File: src/hw/pwr_ctrl_pkg.sv
package pwr_ctrl_pkg;

  ////////////////////////////////////////////////////////////////////////////////
  // Clock and time figures
  localparam int unsigned CLK_KHZ = 40000; // 40 MHz core clock
  localparam int unsigned FOUR_SEC_MS = 4000; // Guard and long-press time
  localparam int unsigned HALF_SEC_MS = 500; // Blink time base
  localparam int unsigned DEBOUNCE_MS = 10; // Button settle time
  localparam int unsigned FOUR_SEC_CYCLES = FOUR_SEC_MS * CLK_KHZ;
  localparam int unsigned HALF_SEC_CYCLES = HALF_SEC_MS * CLK_KHZ;
  localparam int unsigned DEBOUNCE_CYCLES = DEBOUNCE_MS * CLK_KHZ;

  ////////////////////////////////////////////////////////////////////////////////
  // Blink and beep sequencing, counted in half-second ticks
  localparam logic [4:0] PAUSE_TICKS = 5'h04; // 2 s pause between rounds
  localparam logic [2:0] BEEP_ROUNDS = 3'h5; // Beeps stop after 5 rounds
  localparam logic [3:0] FAULT_MIN = 4'h2; // Lowest blink code
  localparam logic [3:0] FAULT_MAX = 4'ha; // Highest blink code
  localparam logic [3:0] FAULT_NONE = 4'h0; // No fault shown

  ////////////////////////////////////////////////////////////////////////////////
  // Register map (byte addresses)
  localparam logic [7:0] ADDR_CTRL = 8'h00;
  localparam logic [7:0] ADDR_STATUS = 8'h04;
  localparam logic [7:0] ADDR_FAULT = 8'h08;

  // Control fields
  localparam int unsigned CTRL_ACPI_BIT = 0;
  localparam int unsigned CTRL_MAGIC_BIT = 1;
  localparam int unsigned CTRL_RING_BIT = 2;
  localparam int unsigned CTRL_PME_BIT = 3;
  localparam int unsigned CTRL_SLEEP_BIT = 4;

  // Status fields
  localparam int unsigned STAT_BTN_BIT = 0;
  localparam int unsigned STAT_SMI_BIT = 1;

  // Reset values
  localparam logic [3:0] CTRL_RESET = 4'h0;

  // Bus responses
  localparam logic [1:0] RESP_OKAY = 2'h0;
  localparam logic [1:0] RESP_SLVERR = 2'h2;

  ////////////////////////////////////////////////////////////////////////////////
  // Power states, one-hot
  typedef enum logic [2:0] {
    PWR_OFF = 3'h1,
    PWR_ON = 3'h2,
    PWR_SLEEP = 3'h4
  } pwr_state_t;

endpackage

File: src/hw/pwr_button_ctrl.sv
// Our own choices: the register offsets and the AXI4-Lite slave port.
`timescale 1ns/100ps
// Function
// - Supply request on powers all rails
// - Off: press edge turns supply on
// - On, no ACPI: press turns supply off
// - On, ACPI: press raises SMI, status, timer
// - Guard expiry with status set powers off
// - Hold four seconds then release powers off
// - Green steady on, 0.5 Hz in sleep, dark while a blink code shows
// - Red blinks fault count at 1 Hz
// - Beeps match blinks, 2 s pause, 5 rounds
// - Each wake source individually enabled
// - Serial ring wakes when enabled
// - PCI PME wakes when enabled
module pwr_button_ctrl #(
  parameter int unsigned FOUR_SEC = pwr_ctrl_pkg::FOUR_SEC_CYCLES,
  parameter int unsigned HALF_SEC = pwr_ctrl_pkg::HALF_SEC_CYCLES,
  parameter int unsigned DEBOUNCE = pwr_ctrl_pkg::DEBOUNCE_CYCLES
) (
  // Clock and reset
  input wire logic clk_i,
  input wire logic rst_i,
  // Register bus, write side
  input wire logic awvalid_i,
  output logic awready_o,
  input wire logic [7:0] awaddr_i,
  input wire logic wvalid_i,
  output logic wready_o,
  input wire logic [31:0] wdata_i,
  input wire logic [3:0] wstrb_i,
  output logic bvalid_o,
  input wire logic bready_i,
  output logic [1:0] bresp_o,
  // Register bus, read side
  input wire logic arvalid_i,
  output logic arready_o,
  input wire logic [7:0] araddr_i,
  output logic rvalid_o,
  input wire logic rready_i,
  output logic [31:0] rdata_o,
  output logic [1:0] rresp_o,
  // Front panel and wake pins, active low
  input wire logic button_n_i,
  input wire logic ring_n_i,
  input wire logic pci_pme_n_i,
  input wire logic nic_pme_n_i,
  // Supply, interrupt and indicators
  output logic supply_on_request_o,
  output logic sys_mgmt_irq_n_o,
  output logic led_green_o,
  output logic led_red_o,
  output logic beep_o
);
  import pwr_ctrl_pkg::*;
  ////////////////////////////////////////////////////////////////////////////////
  // Input filtering
  // Filtered levels and edges
  logic btn_level, btn_fall, btn_rise;
  logic ring_fall, pme_fall, magic_fall;

  // Button gets a full debounce
  pin_filter #(.SETTLE_CYCLES(DEBOUNCE)) u_btn (.clk_i(clk_i), .rst_i(rst_i), .pin_n_i(button_n_i),
    .level_o(btn_level), .fall_o(btn_fall), .rise_o(btn_rise));

  // Serial ring indicator
  pin_filter #(.SETTLE_CYCLES(1)) u_ring (.clk_i(clk_i), .rst_i(rst_i), .pin_n_i(ring_n_i),
    .level_o(), .fall_o(ring_fall), .rise_o());

  // PCI power management event
  pin_filter #(.SETTLE_CYCLES(1)) u_pme (.clk_i(clk_i), .rst_i(rst_i), .pin_n_i(pci_pme_n_i),
    .level_o(), .fall_o(pme_fall), .rise_o());

  // Network controller wake line
  pin_filter #(.SETTLE_CYCLES(1)) u_magic (.clk_i(clk_i), .rst_i(rst_i), .pin_n_i(nic_pme_n_i),
    .level_o(), .fall_o(magic_fall), .rise_o());

  ////////////////////////////////////////////////////////////////////////////////
  // State declarations
  pwr_state_t pwr_state; // Current power state
  pwr_state_t next_state; // Next power state
  logic acpi_en; // ACPI mode
  logic wake_magic_en, wake_ring_en, wake_pme_en; // Wake enables
  logic btn_status; // Button status, write one to clear
  logic smi_src; // Interrupt source, write one to clear
  logic four_run; // Four-second counter active
  logic [31:0] four_cnt; // Four-second counter
  logic [3:0] fault_code; // Blink code shown, zero for none
  logic [31:0] half_cnt; // Half-second divider
  logic half_tick; // One pulse per half second
  logic [4:0] red_seq; // Position inside a red round
  logic [2:0] red_rounds; // Completed red rounds
  logic [1:0] green_ph; // Sleep blink phase

  ////////////////////////////////////////////////////////////////////////////////
  // Bus decode
  // Write accepted when both channels are offered and no answer pends
  wire logic wr_go = awvalid_i && wvalid_i && !awready_o && !bvalid_o;
  wire logic wr_fire = awready_o && awvalid_i && wvalid_i;
  wire logic rd_go = arvalid_i && !arready_o && !rvalid_o;
  wire logic rd_fire = arready_o && arvalid_i;

  // Write address match
  wire logic wsel_ctrl = (awaddr_i == ADDR_CTRL);
  wire logic wsel_stat = (awaddr_i == ADDR_STATUS);
  wire logic wsel_fault = (awaddr_i == ADDR_FAULT);
  wire logic wr_hit = wsel_ctrl || wsel_stat || wsel_fault;
  wire logic wr_lane = wr_fire && wstrb_i[0];

  // Register write strobes
  wire logic ctrl_wr = wr_lane && wsel_ctrl;
  wire logic fault_wr = wr_lane && wsel_fault;
  wire logic sleep_req = ctrl_wr && wdata_i[CTRL_SLEEP_BIT];
  wire logic clr_btn = wr_lane && wsel_stat && wdata_i[STAT_BTN_BIT];
  wire logic clr_smi = wr_lane && wsel_stat && wdata_i[STAT_SMI_BIT];

  // Only documented blink codes are stored
  wire logic fault_ok = (wdata_i[3:0] >= FAULT_MIN) && (wdata_i[3:0] <= FAULT_MAX);
  wire logic [3:0] fault_in = fault_ok ? wdata_i[3:0] : FAULT_NONE;

  // Read address match and data
  wire logic rsel_ctrl = (araddr_i == ADDR_CTRL);
  wire logic rsel_stat = (araddr_i == ADDR_STATUS);
  wire logic rsel_fault = (araddr_i == ADDR_FAULT);
  wire logic rd_hit = rsel_ctrl || rsel_stat || rsel_fault;
  wire logic [31:0] ctrl_word = {28'h0, wake_pme_en, wake_ring_en, wake_magic_en, acpi_en};
  wire logic [31:0] stat_word = {25'h0, pwr_state, four_run, supply_on_request_o, smi_src, btn_status};
  wire logic [31:0] rd_word = rsel_ctrl ? ctrl_word :
                              rsel_stat ? stat_word :
                              rsel_fault ? {28'h0, fault_code} : 32'h0;

  ////////////////////////////////////////////////////////////////////////////////
  // Bus handshake
  // Ready pulses and write answer
  always_ff @(posedge clk_i) begin
    if (rst_i) begin
      awready_o <= 1'b0;
      wready_o <= 1'b0;
      bvalid_o <= 1'b0;
      bresp_o <= RESP_OKAY;
    end else begin
      awready_o <= wr_go;
      wready_o <= wr_go;
      if (wr_fire) begin
        bvalid_o <= 1'b1;
        bresp_o <= wr_hit ? RESP_OKAY : RESP_SLVERR;
      end else if (bready_i) begin
        bvalid_o <= 1'b0;
      end
    end
  end

  // Read answer
  always_ff @(posedge clk_i) begin
    if (rst_i) begin
      arready_o <= 1'b0;
      rvalid_o <= 1'b0;
      rdata_o <= 32'h0;
      rresp_o <= RESP_OKAY;
    end else begin
      arready_o <= rd_go;
      if (rd_fire) begin
        rvalid_o <= 1'b1;
        rdata_o <= rd_word;
        rresp_o <= rd_hit ? RESP_OKAY : RESP_SLVERR;
      end else if (rready_i) begin
        rvalid_o <= 1'b0;
      end
    end
  end

  // Control register
  always_ff @(posedge clk_i) begin
    if (rst_i) begin
      {wake_pme_en, wake_ring_en, wake_magic_en, acpi_en} <= CTRL_RESET;
    end else if (ctrl_wr) begin
      acpi_en <= wdata_i[CTRL_ACPI_BIT];
      wake_magic_en <= wdata_i[CTRL_MAGIC_BIT];
      wake_ring_en <= wdata_i[CTRL_RING_BIT];
      wake_pme_en <= wdata_i[CTRL_PME_BIT];
    end
  end

  ////////////////////////////////////////////////////////////////////////////////
  // Power sequencing
  // Only enabled sources count as wake
  wire logic wake_hit = (magic_fall && wake_magic_en)
                     || (ring_fall && wake_ring_en)
                     || (pme_fall && wake_pme_en);
  wire logic is_on = (pwr_state == PWR_ON);
  wire logic acpi_press = is_on && acpi_en && btn_fall;
  wire logic four_done = (four_cnt >= FOUR_SEC - 1);
  wire logic guard_trip = four_run && four_done && btn_status;
  wire logic hold_trip = four_run && four_done && btn_rise;
  wire logic leave_on = is_on && (next_state != PWR_ON);

  // Sticky bits: a new press wins over a clear in the same cycle
  wire logic next_btn_status = acpi_press || (btn_status && !clr_btn && !leave_on);
  wire logic next_smi_src = acpi_press || (smi_src && !clr_smi && !leave_on);
  wire logic next_four_run = acpi_press || (four_run && !leave_on && (next_btn_status || !btn_level));

  // Next power state
  always_comb begin
    next_state = pwr_state;
    case (pwr_state)
      PWR_OFF: begin
        if (btn_fall || wake_hit) begin
          next_state = PWR_ON;
        end
      end
      PWR_SLEEP: begin
        if (btn_fall || wake_hit) begin
          next_state = PWR_ON;
        end
      end
      PWR_ON: begin
        if (btn_fall && !acpi_en) begin
          next_state = PWR_OFF;
        end else if (guard_trip || hold_trip) begin
          next_state = PWR_OFF;
        end else if (sleep_req && !acpi_press) begin
          next_state = PWR_SLEEP;
        end
      end
      default: begin
        next_state = PWR_OFF;
      end
    endcase
  end

  // State, supply request and interrupt
  always_ff @(posedge clk_i) begin
    if (rst_i) begin
      pwr_state <= PWR_OFF;
      supply_on_request_o <= 1'b0;
      btn_status <= 1'b0;
      smi_src <= 1'b0;
      sys_mgmt_irq_n_o <= 1'b1;
      four_run <= 1'b0;
    end else begin
      pwr_state <= next_state;
      supply_on_request_o <= (next_state == PWR_ON);
      btn_status <= next_btn_status;
      smi_src <= next_smi_src;
      sys_mgmt_irq_n_o <= !next_smi_src;
      four_run <= next_four_run;
    end
  end

  // Four-second counter, saturating; a new press restarts it, leaving ON idles it at once
  always_ff @(posedge clk_i) begin
    if (rst_i || !four_run || acpi_press || leave_on) begin
      four_cnt <= 32'h0;
    end else if (!four_done) begin
      four_cnt <= four_cnt + 32'h1;
    end
  end

  ////////////////////////////////////////////////////////////////////////////////
  // Indicator timing
  // Half-second tick, restarted by a new blink code
  always_ff @(posedge clk_i) begin
    if (rst_i || fault_wr || half_cnt >= HALF_SEC - 1) begin
      half_cnt <= 32'h0;
    end else begin
      half_cnt <= half_cnt + 32'h1;
    end
  end

  // Tick pulse
  always_ff @(posedge clk_i) begin
    if (rst_i) begin
      half_tick <= 1'b0;
    end else begin
      half_tick <= !fault_wr && (half_cnt >= HALF_SEC - 1);
    end
  end

  // Red round length: two ticks per blink plus the pause
  wire logic [4:0] blink_ticks = {fault_code, 1'b0};
  wire logic [4:0] red_period = blink_ticks + PAUSE_TICKS;
  wire logic red_phase = (fault_code != FAULT_NONE) && (red_seq < blink_ticks) && !red_seq[0];
  wire logic beep_phase = red_phase && (red_rounds < BEEP_ROUNDS);

  // Blink code register and round sequencer
  always_ff @(posedge clk_i) begin
    if (rst_i) begin
      fault_code <= FAULT_NONE;
      red_seq <= 5'h0;
      red_rounds <= 3'h0;
    end else if (fault_wr) begin
      fault_code <= fault_in;
      red_seq <= 5'h0;
      red_rounds <= 3'h0;
    end else if (half_tick) begin
      if (red_seq >= red_period - 5'h1) begin
        red_seq <= 5'h0;
        if (red_rounds < BEEP_ROUNDS) begin
          red_rounds <= red_rounds + 3'h1;
        end
      end else begin
        red_seq <= red_seq + 5'h1;
      end
    end
  end

  // Green sleep phase: two ticks lit, two dark
  always_ff @(posedge clk_i) begin
    if (rst_i) begin
      green_ph <= 2'h0;
    end else if (half_tick) begin
      green_ph <= green_ph + 2'h1;
    end
  end

  // LED and beeper drive, red code has priority
  always_ff @(posedge clk_i) begin
    if (rst_i) begin
      led_green_o <= 1'b0;
      led_red_o <= 1'b0;
      beep_o <= 1'b0;
    end else begin
      led_green_o <= (fault_code == FAULT_NONE) && (is_on || (pwr_state == PWR_SLEEP && !green_ph[1]));
      led_red_o <= red_phase;
      beep_o <= beep_phase;
    end
  end

  ////////////////////////////////////////////////////////////////////////////////
  // Checks
  a_supply_state: assert property (@(posedge clk_i) disable iff (rst_i)
    supply_on_request_o == is_on) else $error("supply request disagrees with state");
  a_off_press: assert property (@(posedge clk_i) disable iff (rst_i)
    (pwr_state == PWR_OFF && btn_fall) |=> supply_on_request_o && !four_run)
    else $error("press while off did not turn supply on");
  a_plain_press: assert property (@(posedge clk_i) disable iff (rst_i)
    (is_on && !acpi_en && btn_fall) |=> !supply_on_request_o && four_cnt == 32'h0)
    else $error("press without ACPI did not turn supply off");
  a_acpi_press: assert property (@(posedge clk_i) disable iff (rst_i)
    acpi_press |=> btn_status && smi_src && !sys_mgmt_irq_n_o && four_run ##1 four_cnt == 32'h1)
    else $error("ACPI press did not raise interrupt and start counter");
  a_guard_off: assert property (@(posedge clk_i) disable iff (rst_i)
    (is_on && four_run && four_done && btn_status) |=> !supply_on_request_o && !btn_status)
    else $error("guard expiry did not turn supply off");
  a_hold_off: assert property (@(posedge clk_i) disable iff (rst_i)
    (is_on && hold_trip) |=> pwr_state == PWR_OFF)
    else $error("long press release did not turn supply off");
  a_green_state: assert property (@(posedge clk_i) disable iff (rst_i)
    (fault_code == FAULT_NONE && pwr_state == PWR_OFF) |=> !led_green_o)
    else $error("green lit while off");
  a_red_none: assert property (@(posedge clk_i) disable iff (rst_i)
    (fault_code == FAULT_NONE) |=> !led_red_o) else $error("red lit with no fault");
  a_beep_red: assert property (@(posedge clk_i) disable iff (rst_i)
    beep_o |-> led_red_o && $past(red_rounds) < BEEP_ROUNDS) else $error("beep without red blink");
  a_wake_gate: assert property (@(posedge clk_i) disable iff (rst_i)
    (!is_on && !btn_fall && !wake_hit) |=> !supply_on_request_o) else $error("supply came on without an enabled wake");
  a_ring_wake: assert property (@(posedge clk_i) disable iff (rst_i)
    (!is_on && ring_fall && wake_ring_en) |=> supply_on_request_o) else $error("ring did not wake");
  a_pme_wake: assert property (@(posedge clk_i) disable iff (rst_i)
    (!is_on && pme_fall && wake_pme_en) |=> supply_on_request_o) else $error("PME did not wake");
  c_power_up: cover property (@(posedge clk_i) disable iff (rst_i) pwr_state == PWR_OFF ##1 is_on);
  c_acpi_press: cover property (@(posedge clk_i) disable iff (rst_i) acpi_press);
  c_sleep_wake: cover property (@(posedge clk_i) disable iff (rst_i) pwr_state == PWR_SLEEP && wake_hit);
  c_beep: cover property (@(posedge clk_i) disable iff (rst_i) $rose(beep_o));
endmodule

File: src/hw/pin_filter.sv
`timescale 1ns/100ps
module pin_filter #(
  parameter int unsigned SETTLE_CYCLES = 1
) (
  // Clock and reset
  input wire logic clk_i,
  input wire logic rst_i,
  // Raw pin, idle high
  input wire logic pin_n_i,
  // Filtered level and edges
  output logic level_o,
  output logic fall_o,
  output logic rise_o
);

  // Three-stage synchroniser
  logic s1;
  logic s2;
  logic s3;
  // Settle counter
  logic [31:0] cnt;

  // Change is seen only once stages two and three agree
  wire logic differs = (s2 == s3) && (s3 != level_o);
  wire logic settled = (cnt >= SETTLE_CYCLES - 1);

  // Synchroniser chain
  always_ff @(posedge clk_i) begin
    if (rst_i) begin
      s1 <= 1'b1;
      s2 <= 1'b1;
      s3 <= 1'b1;
    end else begin
      s1 <= pin_n_i;
      s2 <= s1;
      s3 <= s2;
    end
  end

  // Level accepted after a quiet settle time
  always_ff @(posedge clk_i) begin
    if (rst_i) begin
      cnt <= 32'h0;
      level_o <= 1'b1;
      fall_o <= 1'b0;
      rise_o <= 1'b0;
    end else begin
      fall_o <= differs && settled && !s3;
      rise_o <= differs && settled && s3;
      if (!differs) begin
        cnt <= 32'h0;
      end else if (settled) begin
        cnt <= 32'h0;
        level_o <= s3;
      end else begin
        cnt <= cnt + 32'h1;
      end
    end
  end

  // One edge pulse per accepted change
  a_single_edge: assert property (@(posedge clk_i) disable iff (rst_i) fall_o |=> !fall_o)
    else $error("falling edge pulse longer than one cycle");

endmodule

File: config.mk
export PLATFORM = sky130hd
export DESIGN_NAME = pwr_button_ctrl
export DESIGN_NICKNAME = d
export VERILOG_FILES = /design/src/hw/pwr_ctrl_pkg.sv /design/src/hw/pwr_button_ctrl.sv /design/src/hw/pin_filter.sv
export SDC_FILE = /design/constraint.sdc
export NUM_CORES = 1
export LEC_CHECK = 0
export ABC_AREA = 1
export ABC_CLOCK_PERIOD_IN_PS = 2850
export BUFFER_PORTS_ARGS = -buffer_cell sky130_fd_sc_hd__buf_2
export CAP_MARGIN = 20
export CELL_PAD_IN_SITES_DETAIL_PLACEMENT = 0
export CELL_PAD_IN_SITES_GLOBAL_PLACEMENT = 1
export CORE_MARGIN = 2
export CORE_UTILIZATION = 39
export DETAILED_ROUTE_END_ITERATION = 12
export PLACE_DENSITY = 0.75
export SLEW_MARGIN = 20
export SYNTH_ARGS = -nofsm -noshare
export SYNTH_HDL_FRONTEND = slang
export SYNTH_SLANG_ARGS = --single-unit
File: constraint.sdc
create_clock -name clk_i -period 2.85 [get_ports clk_i]
set_input_delay 0.855 -clock clk_i [delete_from_list [all_inputs] [get_ports clk_i]]
set_output_delay 0.855 -clock clk_i [all_outputs]
set_load 0.05 [all_outputs]
==> impl_metrics.py, run 1 <==
metrics = {
    "setup_path": {
        "cp-start-kind": "flip-flop",
        "r2r_cells": 10,
        "cp.required_ns": 3.19,
        "arrival_ns": 2.67,
        "crit_fanout": 6,
        "critical_path_class": "reg -> reg",
        "rr_endpoint": "red_rounds[2]$_SDFFE_PP0P_",
        "r2r_start": "fault_code[0]$_SDFFE_PP0P_",
        "endpoint_kind": "flip-flop",
        "r2r_setup_slack_ns": 0.52,
    },
    "sta": {
        "setup_tns_ns": 0,
        "fin_crit_sh": 0.817,
        "hold_ws_ns": 0.409,
        "fmax_mhz": 430,
        "slew_headroom": 0.509,
        "period_minus_slack_ns": 2.33,
        "finalSetupViolCount": 0,
        "clock_skew_ns": 0.0108,
        "grt_setup_unrepaired": "false",
        "worstMarginPinSlew_ns": 0.730,
        "setup_slack_ns": 0.522,
        "slew_violations": 0,
        "hold_violations": 0,
    },
    "place": {
        "dp_hpwl_um": 10700,
        "place_area_um2": 7930,
        "place.gp.congestion": 0.816,
        "dp_cells": 1282,
        "pre_cts_ws_ns": 0.318,
        "numPortBuffers": 51,
    },
    "global_route": {
        "grt-ovfl-total": 0,
        "grt_pass1_wl_um": 25000,
        "grt_usage": 0.152,
        "grt_max_degree": 33,
        "grt_pass1_vias": 5527,
        "antenna_found_initial": 0,
    },
    "yosys": {
        "avgSynthCellArea_um2": 7.53,
        "syn_area_um2": 7430,
        "synth_edf_count": 0,
        "ys_types": 41,
        "synth_flop_cell": "dfxtp_1",
        "synthCells": 986,
        "yosys_warnings": 0,
        "synth.largest_area_cell": "dfxtp_1",
        "synth_area_leaders": "dfxtp_1 43%, nand2_1 8.4%, nor2_1 7.9%, inv_1 6.4%, xor2_1 5.2%",
        "ys_seq_elements": 160,
        "async_flop_share": 0,
        "ys_seq_area_frac": 0.431,
        "yosysTopAreaCellShare": 0.431,
    },
    "routing": {
        "wirelength_um": 14500,
        "wl_per_cell_um": 11.1,
        "ant_nets": 0,
        "drc": 0,
        "vias_per_cell": 4.49,
        "initialDrtViolationCount": 242,
        "vias": 5903,
        "firstDrtPassIters": 4,
    },
    "die": {
        "row_count": 50,
        "die_area_um2": 20200,
        "start_util": 0.397,
        "die_h_um": 142,
        "coreArea_um2": 18700,
        "io_pins": 109,
        "die_x_um": 142,
    },
    "finish": {
        "final_common_cell": "nand2_1",
        "final_util": 0.455,
        "layout.nets": 1145,
        "area_growth_syn_to_layout_pct": 14.5,
        "stdcell_count": 1314,
        "drive_above_1_share": 0.127,
        "diodes": 0,
        "final_cell_area_um2": 8510,
        "final_cell_mix": "167 x nand2_1, 160 x dfxtp_1, 157 x nor2_1",
    },
    "clock_network": {
        "clk_latency_ns": 0.42,
        "numCtsBuffers": 17,
        "clk_pin_slew_worst_paths_ns": 0.07,
        "cts_setup_buffers": 0,
        "cts_tree": "built",
        "cts_hold_buffers": 0,
        "htree_levels": 4,
        "ctsResizeCount": 0,
        "cts_root_buffer": "clkbuf_16",
        "clock-sinks": 160,
        "cts_buffer_depth": 2,
    },
    "power_and_ir_drop": {
        "power.total_mw": 4.76,
        "p_per_area_nw_per_um2": 560,
        "irDropWorstVdd_uv": 395,
        "leakage_nw": 3.45,
    },
    "outcome": {
        "status": "completed",
    },
    "worst_hold_path": {
        "holdCritStartpoint": "u_ring.s1$_SDFF_PP1_",
        "min_to": "u_ring.s2$_SDFF_PP1_",
        "hp-class": "reg -> reg",
        "min_path_cells": 1,
    },
    "job": {
        "maxCapViolCount": 0,
    },
}
[per-layer routing]
metal	wire, um	up-vias	GRT usage
met5	0	-	0
met4	123	0	0.0453
met3	419	14	0.0357
met2	6790	60	0.251
met1	7200	2618	0.199
li1	-	3211	-
[cell usage after synthesis (21+ instances only)]
| cell type | instances |
|---|---|
| nand3_1 | 54 |
| xor2_1 | 44 |
| nand4_1 | 21 |
| o21ai_0 | 21 |
| a21oi_1 | 45 |
| inv_1 | 126 |
| nor3_1 | 21 |
| nor2_2 | 25 |
| nand2_1 | 167 |
| dfxtp_1 | 160 |
| buf_4 | 28 |
| xnor2_1 | 22 |
| nor2_1 | 157 |
[critical path: stages, from the launching register on]
cell      delay (ns)
dfxtp_1         0.47
inv_1           0.11
ha_1            0.29
inv_1           0.04
ha_1            0.28
a21oi_1         0.07
o211ai_1        0.23
nand2_1         0.10
or2_0           0.30
o21ai_0         0.17
nor3b_1         0.18
[state kept, by name, summed over array words and instances (netlist names), 2 cells and up]
| signal | flops |
|---|---|
| rdata_o | 7 |
| green_ph | 2 |
| half_cnt | 32 |
| red_rounds | 3 |
| pwr_state | 3 |
| u_btn.cnt | 32 |
| fault_code | 4 |
| red_seq | 5 |
| four_cnt | 32 |
[worst max-delay path by stage]
stage,from,endpoint,slack (ns)
6_report,fault_code[0]$_SDFFE_PP0P_,red_rounds[2]$_SDFFE_PP0P_,0.52
5_1_grt,fault_code[0]$_SDFFE_PP0P_,red_rounds[2]$_SDFFE_PP0P_,0.31
4_1_cts,fault_code[0]$_SDFFE_PP0P_,red_rounds[2]$_SDFFE_PP0P_,0.51
3_5_place_dp,awaddr_i[1],four_cnt[18]$_SDFFE_PP0P_,0.32
3_3_place_gp,awaddr_i[1],four_cnt[18]$_SDFFE_PP0P_,0.33
2_1_floorplan,awaddr_i[1],four_cnt[1]$_SDFFE_PP0P_,0.64
[cell families (layout without fill, tap and decap cells)]
kind of cell,after synthesis,in the layout,share of synthesized area
adder cells (fa/ha/maj),15,15,0.0253
multiplexers,3,3,0.00404
AO/OA/AOI/OAI,82,82,0.0600
other,1,47,0.000505
XOR/XNOR,66,66,0.0778
buffers and inverters,172,220,0.105
flip-flops,160,160,0.431
AND/OR/NAND/NOR,487,487,0.296
[power by group]
part	total [mW]	leakage [nW]	internal (mW)	switching (mW)
sequential	2.30	1.30	2.28	0.0238
combinational	0.223	1.86	0.0533	0.170
clock	2.24	0.287	1.28	0.960
[cell type report]
cell class | instances | area (um2)
Tap cell | 234 | 293
Sequential cell | 160 | 3200
Clock inverter | 11 | 119
Inverter | 128 | 480
Fill cell | 1929 | 10200
Multi-Input combinational cell | 700 | 3620
Clock buffer | 21 | 460
Timing Repair Buffer | 60 | 335
Power figures use the tool's default switching activity.
==> run 2, diff against run 1 <==
--- a/config.mk
+++ b/config.mk
@@ -6,15 +6,15 @@
 export NUM_CORES = 1
 export LEC_CHECK = 0
 export ABC_AREA = 1
-export ABC_CLOCK_PERIOD_IN_PS = 2850
+export ABC_CLOCK_PERIOD_IN_PS = 2000
 export BUFFER_PORTS_ARGS = -buffer_cell sky130_fd_sc_hd__buf_2
 export CAP_MARGIN = 20
 export CELL_PAD_IN_SITES_DETAIL_PLACEMENT = 0
 export CELL_PAD_IN_SITES_GLOBAL_PLACEMENT = 1
 export CORE_MARGIN = 2
-export CORE_UTILIZATION = 39
+export CORE_UTILIZATION = 38
 export DETAILED_ROUTE_END_ITERATION = 12
-export PLACE_DENSITY = 0.75
+export PLACE_DENSITY = 0.77
 export SLEW_MARGIN = 20
 export SYNTH_ARGS = -nofsm -noshare
 export SYNTH_HDL_FRONTEND = slang
==> constraint.sdc (replaced) <==
create_clock -name clk_i -period 2 [get_ports clk_i]
set_input_delay 0.6 -clock clk_i [delete_from_list [all_inputs] [get_ports clk_i]]
set_output_delay 0.6 -clock clk_i [all_outputs]
set_load 0.05 [all_outputs]
==> run 2 against run 1 <==
First-iteration DRC count decreased by 14%. Critical path depth fell by 1. Combinational power up 48%. Critical path type unchanged. Largest power group is now the clock network.
==> impl_metrics.py, run 2 (synthesized netlist as in run 1, its figures left out) <==
metrics = {
    "setup_path": {
        "worstSetupEndpoint": "red_rounds[2]$_SDFFE_PP0P_",
        "crit_family": "simple AND/OR/NAND/NOR gates",
        "cp_slowest_cell": "dfxtp_4",
        "r2r_start": "fault_code[0]$_SDFFE_PP0P_",
        "timing.critical_path.buf_inv": 0,
        "max_stage_delay_ns": 0.36,
        "endpoint_kind": "flip-flop",
        "crit_fanout": 6,
        "critical_path_class": "reg -> reg",
        "cpMostUsedCell": "nand2_1",
        "cp-start-kind": "flip-flop",
        "r2r_setup_slack_ns": 0.05,
        "r2r_cells": 9,
        "rr_endpoint": "red_rounds[2]$_SDFFE_PP0P_",
        "arrival_ns": 2.30,
        "crit_chain": "ha_2 > xnor2_1 > ha_1 > nand2_1 > o211ai_1 > nand2_1 > or2_4 > o21ai_2 > nor3b_2",
        "cp.depth": 9,
        "cp.required_ns": 2.36,
        "worstSetupStartpoint": "fault_code[0]$_SDFFE_PP0P_",
    },
    "worst_hold_path": {
        "hp-class": "in -> reg",
    },
    "routing": {
        "ant_nets": 0,
        "initialDrtViolationCount": 209,
        "vias_per_cell": 4.46,
        "wirelength_um": 15700,
        "vias": 6208,
        "drc": 0,
        "wl_per_cell_um": 11.3,
        "firstDrtPassIters": 4,
    },
    "clock_network": {
        "cts_tree": "built",
        "clock-sinks": 160,
        "clk_pin_slew_worst_paths_ns": 0.07,
        "clk_latency_ns": 0.42,
        "numCtsBuffers": 17,
        "cts_buffer_depth": 2,
        "cts_root_buffer": "clkbuf_16",
        "htree_levels": 4,
    },
    "finish": {
        "drive_above_1_share": 0.201,
        "reg.largest.list": "four_cnt: 32 flops, half_cnt: 32 flops, u_btn.cnt: 32 flops",
        "final_cell_mix": "163 x nand2_1, 154 x dfxtp_1, 152 x nor2_1",
        "fill_cells": 1980,
        "area_growth_syn_to_layout_pct": 25.1,
        "layout.nets": 1193,
        "diodes": 0,
        "final_common_cell": "nand2_1",
    },
    "global_route": {
        "grt_max_degree": 28,
        "grt_usage": 0.156,
        "grt_pass1_vias": 5817,
        "grt_pass1_wl_um": 26100,
        "grt-ovfl-total": 0,
        "antenna_found_initial": 0,
    },
    "place": {
        "pre_cts_ws_ns": -0.161,
        "numPortBuffers": 51,
        "place.gp.congestion": 0.843,
        "dp_hpwl_um": 11200,
    },
    "sta": {
        "worstMarginPinSlew_ns": 0.502,
        "hold_violations": 0,
        "slew_violations": 0,
        "clock_skew_ns": 0.00810,
        "fin_crit_sh": 0.974,
        "setup_slack_ns": 0.0519,
        "grt_setup_unrepaired": "true",
        "finalSetupViolCount": 0,
        "fmax_mhz": 513,
        "slew_headroom": 0.665,
        "period_minus_slack_ns": 1.95,
    },
    "die": {
        "io_pins": 109,
        "coreArea_um2": 19300,
        "die_x_um": 144,
        "start_util": 0.384,
        "die_h_um": 144,
        "row_count": 51,
        "die_area_um2": 20700,
    },
    "power_and_ir_drop": {
        "power_switching_mw": 1.61,
        "leakage_nw": 3.79,
        "p_sw_frac": 0.230,
        "p_comb_frac": 0.047,
        "power.total_mw": 6.98,
        "p_per_area_nw_per_um2": 751,
        "irDropWorstVdd_uv": 681,
        "internal_power_mw": 5.37,
        "p_clk_frac": 0.484,
        "seqPwrFrac": 0.469,
    },
    "outcome": {
        "status": "completed",
    },
    "job": {
        "maxCapViolCount": 0,
    },
}
run 2: metal layers:
metal,GRT usage,part of all wire
met1,0.196,0.48
met2,0.262,0.47
met3,0.0377,0.028
met4,0.0542,0.021
met5,0,0
run 2: worst min path at each step:
stage                           from                     to  slack, ns  cells after the start
6_report                    ring_n_i   u_ring.s1$_SDFF_PP1_       0.35                      2
5_1_grt                     ring_n_i   u_ring.s1$_SDFF_PP1_       0.34                      2
4_1_cts                     ring_n_i   u_ring.s1$_SDFF_PP1_       0.34                      2
3_5_place_dp   u_magic.s1$_SDFF_PP1_  u_magic.s2$_SDFF_PP1_       0.40                      1
3_3_place_gp     u_pme.s1$_SDFF_PP1_    u_pme.s2$_SDFF_PP1_       0.39                      1
2_1_floorplan    u_btn.s1$_SDFF_PP1_    u_btn.s2$_SDFF_PP1_       0.39                      1
run 2: stage by stage:
| step | util | hold slack, ns | instances | instance area (um2) | setup TNS [ns] |
|---|---|---|---|---|---|
| 2_1_floorplan | - | 0.389 | 1032 | 7600 | 0 |
| 3_3_place_gp | 0.429 | 0.394 | 1352 | 8300 | -1.19 |
| 3_5_place_dp | 0.429 | 0.401 | 1352 | 8300 | -1.71 |
| 4_1_cts | 0.464 | 0.336 | 1385 | 8970 | -0.00529 |
| 5_1_grt | 0.480 | 0.338 | 1392 | 9290 | -0.293 |
| 6_report | 0.480 | 0.355 | 1392 | 9290 | 0 |
run 2: cell type report:
cell class,count,area [um2],share of cell area
Clock buffer,21,460,0.0496
Clock inverter,10,153,0.0164
Inverter,128,480,0.0517
Multi-Input combinational cell,700,3820,0.411
Sequential cell,160,3220,0.346
Tap cell,265,332,0.0357
Timing Repair Buffer,108,825,0.0888
run 2: power by group through the flow:
stage	sequential, mW	combinational, mW	clock, mW
floorplan	3.37	0.261	0
global placement	3.34	0.325	0
detailed placement	3.35	0.328	0
CTS	3.27	0.330	3.47
global route	3.28	0.366	3.61
finish	3.27	0.330	3.37
run 2: worst reg2reg max path, stage by stage, from the launching register on:
cell,delay (ns)
dfxtp_4,0.36
ha_2,0.18
xnor2_1,0.12
ha_1,0.29
nand2_1,0.05
o211ai_1,0.23
nand2_1,0.11
or2_4,0.27
o21ai_2,0.11
nor3b_2,0.15
run 2: what timing repair did:
item                                    CTS  global route
hold buffers                              0             0
setup buffers                             2             1
cloned                                    0             6
endpoints found under the setup margin    3            86
resized for setup                        14            44
pin swaps                                 6            13
